$ cat src/rtl/tmrb_pkg.sv
package tmrb_pkg;

   localparam int TMRB_W = 16;
   localparam int TMRB_CHANNELS = 6;
   localparam logic [TMRB_W-1:0] TMRB_CNT_RESET = 16'h0000;
   localparam logic [TMRB_W-1:0] TMRB_CNT_MAX = 16'hFFFF;
   localparam logic [TMRB_W-1:0] TMRB_CNT_ONE = 16'h0001;
   localparam logic [4:0] TMRB_DIV8_LAST = 5'h07;
   localparam logic [4:0] TMRB_DIV32_LAST = 5'h1F;
   localparam int TMRB_MODE_LSB = 0;
   localparam int TMRB_MODE_W = 2;

   typedef enum logic [1:0] {
      TMRB_MODE_TIMER = 2'h0,
      TMRB_MODE_EVENT = 2'h1,
      TMRB_MODE_MEASURE = 2'h2,
      TMRB_MODE_RSVD = 2'h3
   } tmrb_mode_t;

   typedef enum logic [1:0] {
      TMRB_SRC_DIV1 = 2'h0,
      TMRB_SRC_DIV8 = 2'h1,
      TMRB_SRC_DIV32 = 2'h2,
      TMRB_SRC_SUB32 = 2'h3
   } tmrb_src_t;

   typedef enum logic [1:0] {
      TMRB_EDGE_FALL = 2'h0,
      TMRB_EDGE_RISE = 2'h1,
      TMRB_EDGE_BOTH = 2'h2,
      TMRB_EDGE_RSVD = 2'h3
   } tmrb_edge_t;

   typedef enum logic [1:0] {
      TMRB_MEAS_PERIOD_FALL = 2'h0,
      TMRB_MEAS_PERIOD_RISE = 2'h1,
      TMRB_MEAS_WIDTH = 2'h2,
      TMRB_MEAS_RSVD = 2'h3
   } tmrb_meas_t;

   typedef struct packed {
      logic [5:0] rsvd;
      tmrb_src_t src;
      logic event_from_overflow;
      tmrb_edge_t edge_sel;
      tmrb_meas_t meas_sel;
      tmrb_mode_t mode;
   } tmrb_cfg_t;

   typedef struct packed {
      logic wr;
      logic [TMRB_W-1:0] data;
   } tmrb_wr_t;

endpackage : tmrb_pkg

$ cat src/rtl/tmrb_prescaler.sv
`timescale 1ns/100ps
`default_nettype none
module tmrb_prescaler
   import tmrb_pkg::*;
(
   input wire logic sys_clk,
   input wire logic rst_n,
   input wire logic subclk_tick,
   output logic sysclk_div8,
   output logic sysclk_div32,
   output logic subclk_div32
);

   logic [4:0] sys_cnt;
   logic [4:0] sub_cnt;
   wire logic sys_last8 = (sys_cnt[2:0] == TMRB_DIV8_LAST[2:0]);
   wire logic sys_last32 = (sys_cnt == TMRB_DIV32_LAST);
   wire logic sub_last32 = subclk_tick && (sub_cnt == TMRB_DIV32_LAST);

   always_ff @(posedge sys_clk or negedge rst_n) begin
      if (!rst_n) begin
         sys_cnt <= 5'h00;
         sub_cnt <= 5'h00;
         sysclk_div8 <= 1'b0;
         sysclk_div32 <= 1'b0;
         subclk_div32 <= 1'b0;
      end else begin
         sys_cnt <= sys_cnt + 5'h01;
         if (subclk_tick) begin
            sub_cnt <= sub_cnt + 5'h01;
         end
         sysclk_div8 <= sys_last8;
         sysclk_div32 <= sys_last32;
         subclk_div32 <= sub_last32;
      end
   end

endmodule : tmrb_prescaler
`default_nettype wire

$ cat src/rtl/tmrb_channel.sv
`timescale 1ns/100ps
`default_nettype none
module tmrb_channel
   import tmrb_pkg::*;
(
   input wire logic sys_clk,
   input wire logic rst_n,
   input wire logic subclk_tick,
   input wire logic count_start,
   input wire logic mode_wr,
   input wire tmrb_cfg_t mode_cfg,
   input wire tmrb_wr_t timer_wr,
   input wire logic channel_event_input_pin,
   input wire logic measure_pulse_input_pin,
   input wire logic timer_overflow_in,
   output logic [TMRB_W-1:0] timer_rdata,
   output logic overflow_flag,
   output logic result_valid,
   output logic irq,
   output logic [TMRB_W-1:0] counter_value
);

   logic sysclk_div8;
   logic sysclk_div32;
   logic subclk_div32;
   tmrb_cfg_t cfg;
   logic [TMRB_W-1:0] counter;
   logic [TMRB_W-1:0] reload;
   logic evt_pin_q;
   logic meas_pin_q;
   logic [1:0] edge_count;
   logic ovf_count_seen;
   logic run_q;

   // Only one channel of the group is built here; it has a prescaler of its own.
   tmrb_prescaler u_prescaler (
      .sys_clk(sys_clk),
      .rst_n(rst_n),
      .subclk_tick(subclk_tick),
      .sysclk_div8(sysclk_div8),
      .sysclk_div32(sysclk_div32),
      .subclk_div32(subclk_div32)
   );

   function automatic logic edge_hit(input logic prev, input logic now, input logic rise,
                                     input logic fall);
      edge_hit = (rise && !prev && now) || (fall && prev && !now);
   endfunction : edge_hit

   // The mode field is taken from the two lowest mode bits.
   wire tmrb_mode_t mode = tmrb_mode_t'(cfg[TMRB_MODE_LSB +: TMRB_MODE_W]);
   wire logic is_measure = (mode == TMRB_MODE_MEASURE);
   wire logic is_event = (mode == TMRB_MODE_EVENT);
   wire logic is_down = (mode == TMRB_MODE_TIMER) || is_event;

   wire logic int_tick = (cfg.src == TMRB_SRC_DIV1) ? 1'b1 :
                         (cfg.src == TMRB_SRC_DIV8) ? sysclk_div8 :
                         (cfg.src == TMRB_SRC_DIV32) ? sysclk_div32 : subclk_div32;

   wire logic evt_rise = (cfg.edge_sel == TMRB_EDGE_RISE) || (cfg.edge_sel == TMRB_EDGE_BOTH);
   wire logic evt_fall = (cfg.edge_sel == TMRB_EDGE_FALL) || (cfg.edge_sel == TMRB_EDGE_BOTH);
   wire logic pin_event = edge_hit(evt_pin_q, channel_event_input_pin, evt_rise, evt_fall);
   wire logic ext_tick = cfg.event_from_overflow ? timer_overflow_in : pin_event;

   // Period uses one edge polarity; width measures between every edge.
   wire logic meas_rise = (cfg.meas_sel == TMRB_MEAS_PERIOD_RISE) ||
                          (cfg.meas_sel == TMRB_MEAS_WIDTH);
   wire logic meas_fall = (cfg.meas_sel == TMRB_MEAS_PERIOD_FALL) ||
                          (cfg.meas_sel == TMRB_MEAS_WIDTH);
   wire logic meas_edge = count_start && is_measure &&
                          edge_hit(meas_pin_q, measure_pulse_input_pin, meas_rise, meas_fall);

   wire logic tick = count_start && (is_event ? ext_tick : int_tick);
   wire logic down_tick = tick && is_down;
   wire logic up_tick = tick && is_measure;
   wire logic underflow = down_tick && (counter == TMRB_CNT_RESET);
   wire logic meas_ovf = up_tick && !meas_edge && (counter == TMRB_CNT_MAX);
   // An edge in the very cycle that counting starts is the first edge of the new run.
   wire logic first_edge = (edge_count == 2'h0) || start_rise;
   wire logic start_rise = count_start && !run_q;

   // A timer write while stopped also lands in the counter; in measure mode it is dropped.
   wire logic wr_ok = timer_wr.wr && !is_measure;
   wire logic wr_counter = wr_ok && !count_start;

   logic [TMRB_W-1:0] next_counter;
   logic [TMRB_W-1:0] next_reload;
   logic [1:0] next_edge_count;
   logic next_overflow_flag;
   logic next_ovf_count_seen;
   logic next_irq;

   always_comb begin
      next_counter = counter;
      if (wr_counter) begin
         next_counter = timer_wr.data;
      end else if (underflow) begin
         next_counter = reload;
      end else if (down_tick) begin
         next_counter = counter - TMRB_CNT_ONE;
      end else if (meas_edge) begin
         next_counter = TMRB_CNT_RESET;
      end else if (up_tick) begin
         next_counter = counter + TMRB_CNT_ONE;
      end
   end

   always_comb begin
      next_reload = reload;
      if (wr_ok) begin
         next_reload = timer_wr.data;
      end else if (meas_edge) begin
         next_reload = counter;
      end
   end

   always_comb begin
      next_edge_count = edge_count;
      if (start_rise) begin
         next_edge_count = meas_edge ? 2'h1 : 2'h0;
      end else if (meas_edge && (edge_count != 2'h2)) begin
         next_edge_count = edge_count + 2'h1;
      end
   end

   // The flag clears only on a mode write made while counting runs, after at least one count since it was set.
   always_comb begin
      next_overflow_flag = overflow_flag;
      next_ovf_count_seen = ovf_count_seen;
      if (meas_ovf) begin
         next_overflow_flag = 1'b1;
         next_ovf_count_seen = 1'b0;
      end else begin
         if (overflow_flag && tick) begin
            next_ovf_count_seen = 1'b1;
         end
         if (mode_wr && count_start && overflow_flag && ovf_count_seen) begin
            next_overflow_flag = 1'b0;
         end
      end
   end

   always_comb begin
      next_irq = underflow;
      if (meas_edge && !first_edge) begin
         next_irq = 1'b1;
      end
      if (meas_ovf) begin
         next_irq = 1'b1;
      end
   end

   wire logic [TMRB_W-1:0] next_rdata = is_measure ? next_reload : next_counter;

   always_ff @(posedge sys_clk or negedge rst_n) begin
      if (!rst_n) begin
         cfg <= '0;
         evt_pin_q <= 1'b0;
         meas_pin_q <= 1'b0;
         run_q <= 1'b0;
      end else begin
         if (mode_wr) begin
            cfg <= mode_cfg;
         end
         evt_pin_q <= channel_event_input_pin;
         meas_pin_q <= measure_pulse_input_pin;
         run_q <= count_start;
      end
   end

   always_ff @(posedge sys_clk or negedge rst_n) begin
      if (!rst_n) begin
         counter <= TMRB_CNT_RESET;
         reload <= TMRB_CNT_RESET;
         edge_count <= 2'h0;
         overflow_flag <= 1'b0;
         ovf_count_seen <= 1'b0;
      end else begin
         counter <= next_counter;
         reload <= next_reload;
         edge_count <= next_edge_count;
         overflow_flag <= next_overflow_flag;
         ovf_count_seen <= next_ovf_count_seen;
      end
   end

   always_ff @(posedge sys_clk or negedge rst_n) begin
      if (!rst_n) begin
         timer_rdata <= TMRB_CNT_RESET;
         counter_value <= TMRB_CNT_RESET;
         result_valid <= 1'b0;
         irq <= 1'b0;
      end else begin
         timer_rdata <= next_rdata;
         counter_value <= next_counter;
         result_valid <= !is_measure || (next_edge_count == 2'h2);
         irq <= next_irq;
      end
   end

endmodule : tmrb_channel
`default_nettype wire

$ cat config.mk
export PLATFORM = sky130hd
export DESIGN_NAME = tmrb_channel
export DESIGN_NICKNAME = d
export VERILOG_FILES = /design/src/rtl/tmrb_pkg.sv /design/src/rtl/tmrb_prescaler.sv /design/src/rtl/tmrb_channel.sv
export SDC_FILE = /design/constraint.sdc
export NUM_CORES = 1
export LEC_CHECK = 0
export BUFFER_PORTS_ARGS = -buffer_cell sky130_fd_sc_hd__buf_2
export CAP_MARGIN = 10
export CORE_UTILIZATION = 59
export CTS_BUF_LIST = sky130_fd_sc_hd__clkbuf_8
export CTS_CLUSTER_DIAMETER = 40
export CTS_CLUSTER_SIZE = 24
export DETAILED_ROUTE_END_ITERATION = 8
export PLACE_DENSITY = 0.86
export SYNTH_ARGS = -nofsm -noshare
export SYNTH_HDL_FRONTEND = slang
export SYNTH_SLANG_ARGS = --single-unit
$ cat constraint.sdc
create_clock -name sys_clk -period 3.05 [get_ports sys_clk]
set_input_delay 0 -clock sys_clk [delete_from_list [all_inputs] [get_ports sys_clk]]
set_output_delay 0 -clock sys_clk [all_outputs]
set_load 0.02 [all_outputs]
Word level (Yosys, flattened, before mapping)
Index checks and enable logic that the tools add are counted.
Operators by class
  add/subtract/negate cells: 5
  eq/ne operators: 14
  multiplexer cells: 22
  reduce and logical (&&, ||, !) cells: 52
Operator list (count)
  16-bit two-way mux: 8
  1-bit logical AND: 26
  16-bit by 1-bit adder with 16-bit output (second input constant): 1
  16-bit == test (second input constant): 1
  16-bit logical NOT: 1
  16-bit by 1-bit subtractor with 16-bit output (second input constant): 1
  1-bit two-way mux: 12
  5-bit by 1-bit adder with 5-bit output (second input constant): 2
  2-bit == test (second input constant): 5
  5-bit == test (second input constant): 2
  2-bit logical NOT: 5
  1-bit logical NOT: 9
  1-bit logical OR: 9
  2-bit by 1-bit == test with 1-bit output (second input constant): 4
  2-bit two-way mux: 2
  2-bit nonzero test: 2
  3-bit == test (second input constant): 1
  2-bit by 1-bit adder with 2-bit output (second input constant): 1
  2-bit inequality test (second input constant): 1
Word-level totals
  bits in registers: 79
  input bits: 40
  output and inout port bits: 35
  word-level logic and storage cells: 114

Depth between registers and ports, before layout
  depth in word-level cells: 15
  gate-level depth with buffers: 11
  depth with buffers taken out: 8

Modules after synthesis
A second synthesis with hierarchy kept.
Unflattened totals
  cell total of the unflattened synthesis: 466
  area, all modules: 4376.7 sq um
By module, submodules not included
  tmrb_channel: times used 1, cells an instance 435, area each 3892.5 sq um, sequential area each 1651.6 sq um
  tmrb_prescaler: times used 1, cells an instance 31, area each 484.2 sq um, sequential area each 325.3 sq um

Worst setup path after synthesis
No wires, ideal clock.
  kind: register to register
  from: register counter_value[0] (netlist name)
  to: register timer_rdata[15]
  arrival time: 2.630 ns
  path slack: 0.286 ns
  cell stages (with the launch flop): 11
  cells stage by stage: dfrtp_1 > inv_1 > ha_1 > or4b_2 > or4_1 > buf_2 > buf_6 > nor2_1 > a21oi_1 > a221oi_2 > o22ai_1
RTL lines
  end signal: assignment: RTL line tmrb_channel.sv:194  | timer_rdata <= next_rdata;
  end: declaration: RTL line tmrb_channel.sv:16  | output logic [TMRB_W-1:0] timer_rdata,

==> flow_summary.ini <==
[yosys]
synth.area.top_cells = dfrtp_1 (44%), xnor2_1 (4.7%), nor2_1 (4.4%)
ys_ff_latch = 79
synth_warnings = 0
syn_area_um2 = 4460
synth_edf_count = 0
synth_cell_type_count = 62
synth_top_cell_area_share_pct = 44.3
synth.avg_cell_area_um2 = 9.29
async_reset_ff_share_pct = 100
syn_inst = 480
synth.yosys.seq_area_share_pct = 44.3
syn-num-nets = 534
synthFlopType = dfrtp_1
synth_top_area_cell = dfrtp_1

[final_layout]
synthToLayoutAreaGrowth_pct = 24.8
fillers = 519
antenna_cells = 0
drive_above_1_share_pct = 23.2
final_nets = 640
final_cells = 690
final_util_pct = 76.3
final_cell_area_um2 = 5560

[floorplan]
die_w_um = 88.9
die_area_um2 = 7910
initial_core_util_pct = 61.2
die_h_um = 88.9
std_cell_rows = 31
ios = 75
coreArea_um2 = 7290

[clock_network]
clk_pin_slew_worst_paths_ns = 0.10
cts_buffer_depth = 2
cts_sinks = 79
htree_levels = 3
root_buffer = clkbuf_8
cts_tree = yes
clk_latency_ns = 0.37
cts_made_buffers = 9

[placement]
io_buffer_count = 68
place_inst = 641
pre_cts_ws_ns = 0.141
post_dp_cell_area_um2 = 5000
place_hpwl_um = 8300
place_congestion = 0.952

[grt]
grt_usage_pct = 33.8
gr-total-overflow = 0
grt_max_degree = 80
grt_pass1_wl_um = 19900
grt_pass1_vias = 4062
antenna_found_initial = 0

[drt]
wire_per_inst_um = 18.2
vias_per_cell = 6.26
postRouteAntennaNets = 0
dr_total_vias = 4320
drt_iter0_drc = 475
dr.pass1.iters = 5
wl_um = 12600
drc = 0

[power]
switchingPower_mw = 1.44
p_per_area_nw_per_um2 = 674
vdd_drop_max_uv = 468
total_power_mw = 3.75
intPower_mw = 2.31
switching_share_pct = 38.3
total_leakage_power_nw = 2.41
p_comb_share_pct = 39.3
power_frac_seq_pct = 37.2
power_frac_clock_pct = 23.5

[critical_path]
cp_data_arrival_time_ns = 3.11
critPathCaptureType = flop
path_max_fanout = 13
critPathLaunchType = flop
ff2ff_path_depth = 8
critical_path_class = flop to flop
required_ns = 3.28

[timing]
rsz0062_at_grt = no
period_needed_ns = 2.88
drv_slew = 0
fin_ws_ns = 0.171
hold_violations = 0
worst_pin_slew_ns = 0.983
final-setup-viol-count = 0
fin_crit_sh_pct = 94.4
fin_setup_tns_ns = 0
slew_headroom_pct = 34.4
fin_hold_ws_ns = 0.0177
fmax_mhz = 347
finClkSkew_ns = 0.0184

[flow_run]
maxCapViolations = 0

[status]
status = completed

[worst_hold_path]
min_path_type = input pin to flop
hold-path-cell-count = 2
## layout make-up
| cell class | instances | area, um^2 | area share (%) |
|---|---|---|---|
| inverters | 16 | 60.1 | 1.08 |
| well taps | 99 | 124 | 2.23 |
| flip-flops and latches | 79 | 1980 | 35.5 |
| repair buffers | 132 | 906 | 16.3 |
| clock inverters | 7 | 97.6 | 1.75 |
| multi-input cells | 348 | 2280 | 40.9 |
| clock buffers | 9 | 124 | 2.23 |
## cell usage in the layout (no fill, tap or decap), drive strengths merged, types with 12 or more instances in the layout
| master | instances |
|---|---|
| a21oi | 36 |
| buf | 99 |
| dfrtp | 79 |
| dlygate4sd3 | 33 |
| ha | 14 |
| inv | 18 |
| nand2 | 34 |
| nand3 | 16 |
| nand4 | 12 |
| nor2 | 53 |
| nor3 | 17 |
| o21ai | 18 |
| xnor2 | 24 |
## sequential cells by signal, summed over array words and instances, names as in the netlist, 2 cells and up
signal,flops
u_prescaler.sys_cnt,5
mode,2
u_prescaler.sub_cnt,5
cfg,7
edge_count,2
timer_rdata,16
counter_value,16
reload,16
## worst max-delay path, cell delays in order (launching register included)
cell	delay, ns
dfrtp_1	0.38
inv_1	0.14
ha_1	0.18
or4b_2	0.68
or4_1	0.48
buf_4	0.22
or4_1	0.41
o2111ai_1	0.14
a22oi_1	0.10
## per-layer routing
layer | part of all wire (%) | global-route usage (%) | up-vias
met3 | 8.0 | 5.63 | 56
li1 | - | - | 1941
met2 | 48 | 55.1 | 245
met1 | 41 | 44.6 | 2078
met5 | 0 | 0 | -
met4 | 3.2 | 15.4 | 0
## power by group through the flow
stage               registers [mW]  clock network (mW)  logic (mW)
CTS                           1.39               0.877        1.45
finish                        1.40               0.880        1.47
global placement              1.40                   0        1.37
detailed placement            1.41                   0        1.41
global route                  1.42               0.926        1.60
floorplan                     1.57                   0       0.754
## repair_timing
action                                  4_1_cts  5_1_grt
resized for setup                             0        2
hold buffers                                 33        0
buffers inserted                              0        0
hold endpoints to repair                    135        0
endpoints found under the setup margin        0        3
## logic make-up after synthesis
kind of cell	after synthesis	share of synthesized area [%]
flip-flops	79	44.3
AO/OA/AOI/OAI	115	17.8
XOR/XNOR	25	4.91
multiplexers	20	4.74
adder cells (fa/ha/maj)	14	3.93
AND/OR/NAND/NOR	174	19.5
buffers and inverters	53	4.85
## path summary, 6_finish.rpt
kind                                              from                     end  slack [ns]
max in group asynchronous                        rst_n          timer_rdata[1]        2.08
worst min-delay path                           mode_wr                  cfg[4]        0.02
min in group asynchronous                        rst_n         timer_rdata[14]        0.35
worst max-delay path                  counter_value[0]          timer_rdata[0]        0.17
worst max register to register        counter_value[0]          timer_rdata[0]        0.17
worst min register to register  u_prescaler.sys_cnt[0]  u_prescaler.sys_cnt[0]        0.46
## cells in the mapped netlist (3+ instances only)
library cell / count
dfrtp_1: 79
nor2_1: 52
a21oi_1: 36
nand2_1: 34
clkbuf_1: 28
xnor2_1: 24
nor3_1: 17
inv_1: 16
nand3_1: 16
ha_1: 14
nand4_1: 12
o21ai_0: 12
mux2i_1: 11
mux2_2: 9
a31oi_1: 8
buf_2: 8
a211oi_1: 7
nor4_1: 7
nand2b_1: 6
o21ai_1: 6
or4_1: 6
a22oi_1: 5
a21o_1: 4
and3_1: 4
o31ai_1: 4
a2111oi_0: 3
a221o_1: 3
nor2b_1: 3
o211ai_1: 3
o21a_1: 3
or3_1: 3
(Power assumes the default switching activity.)
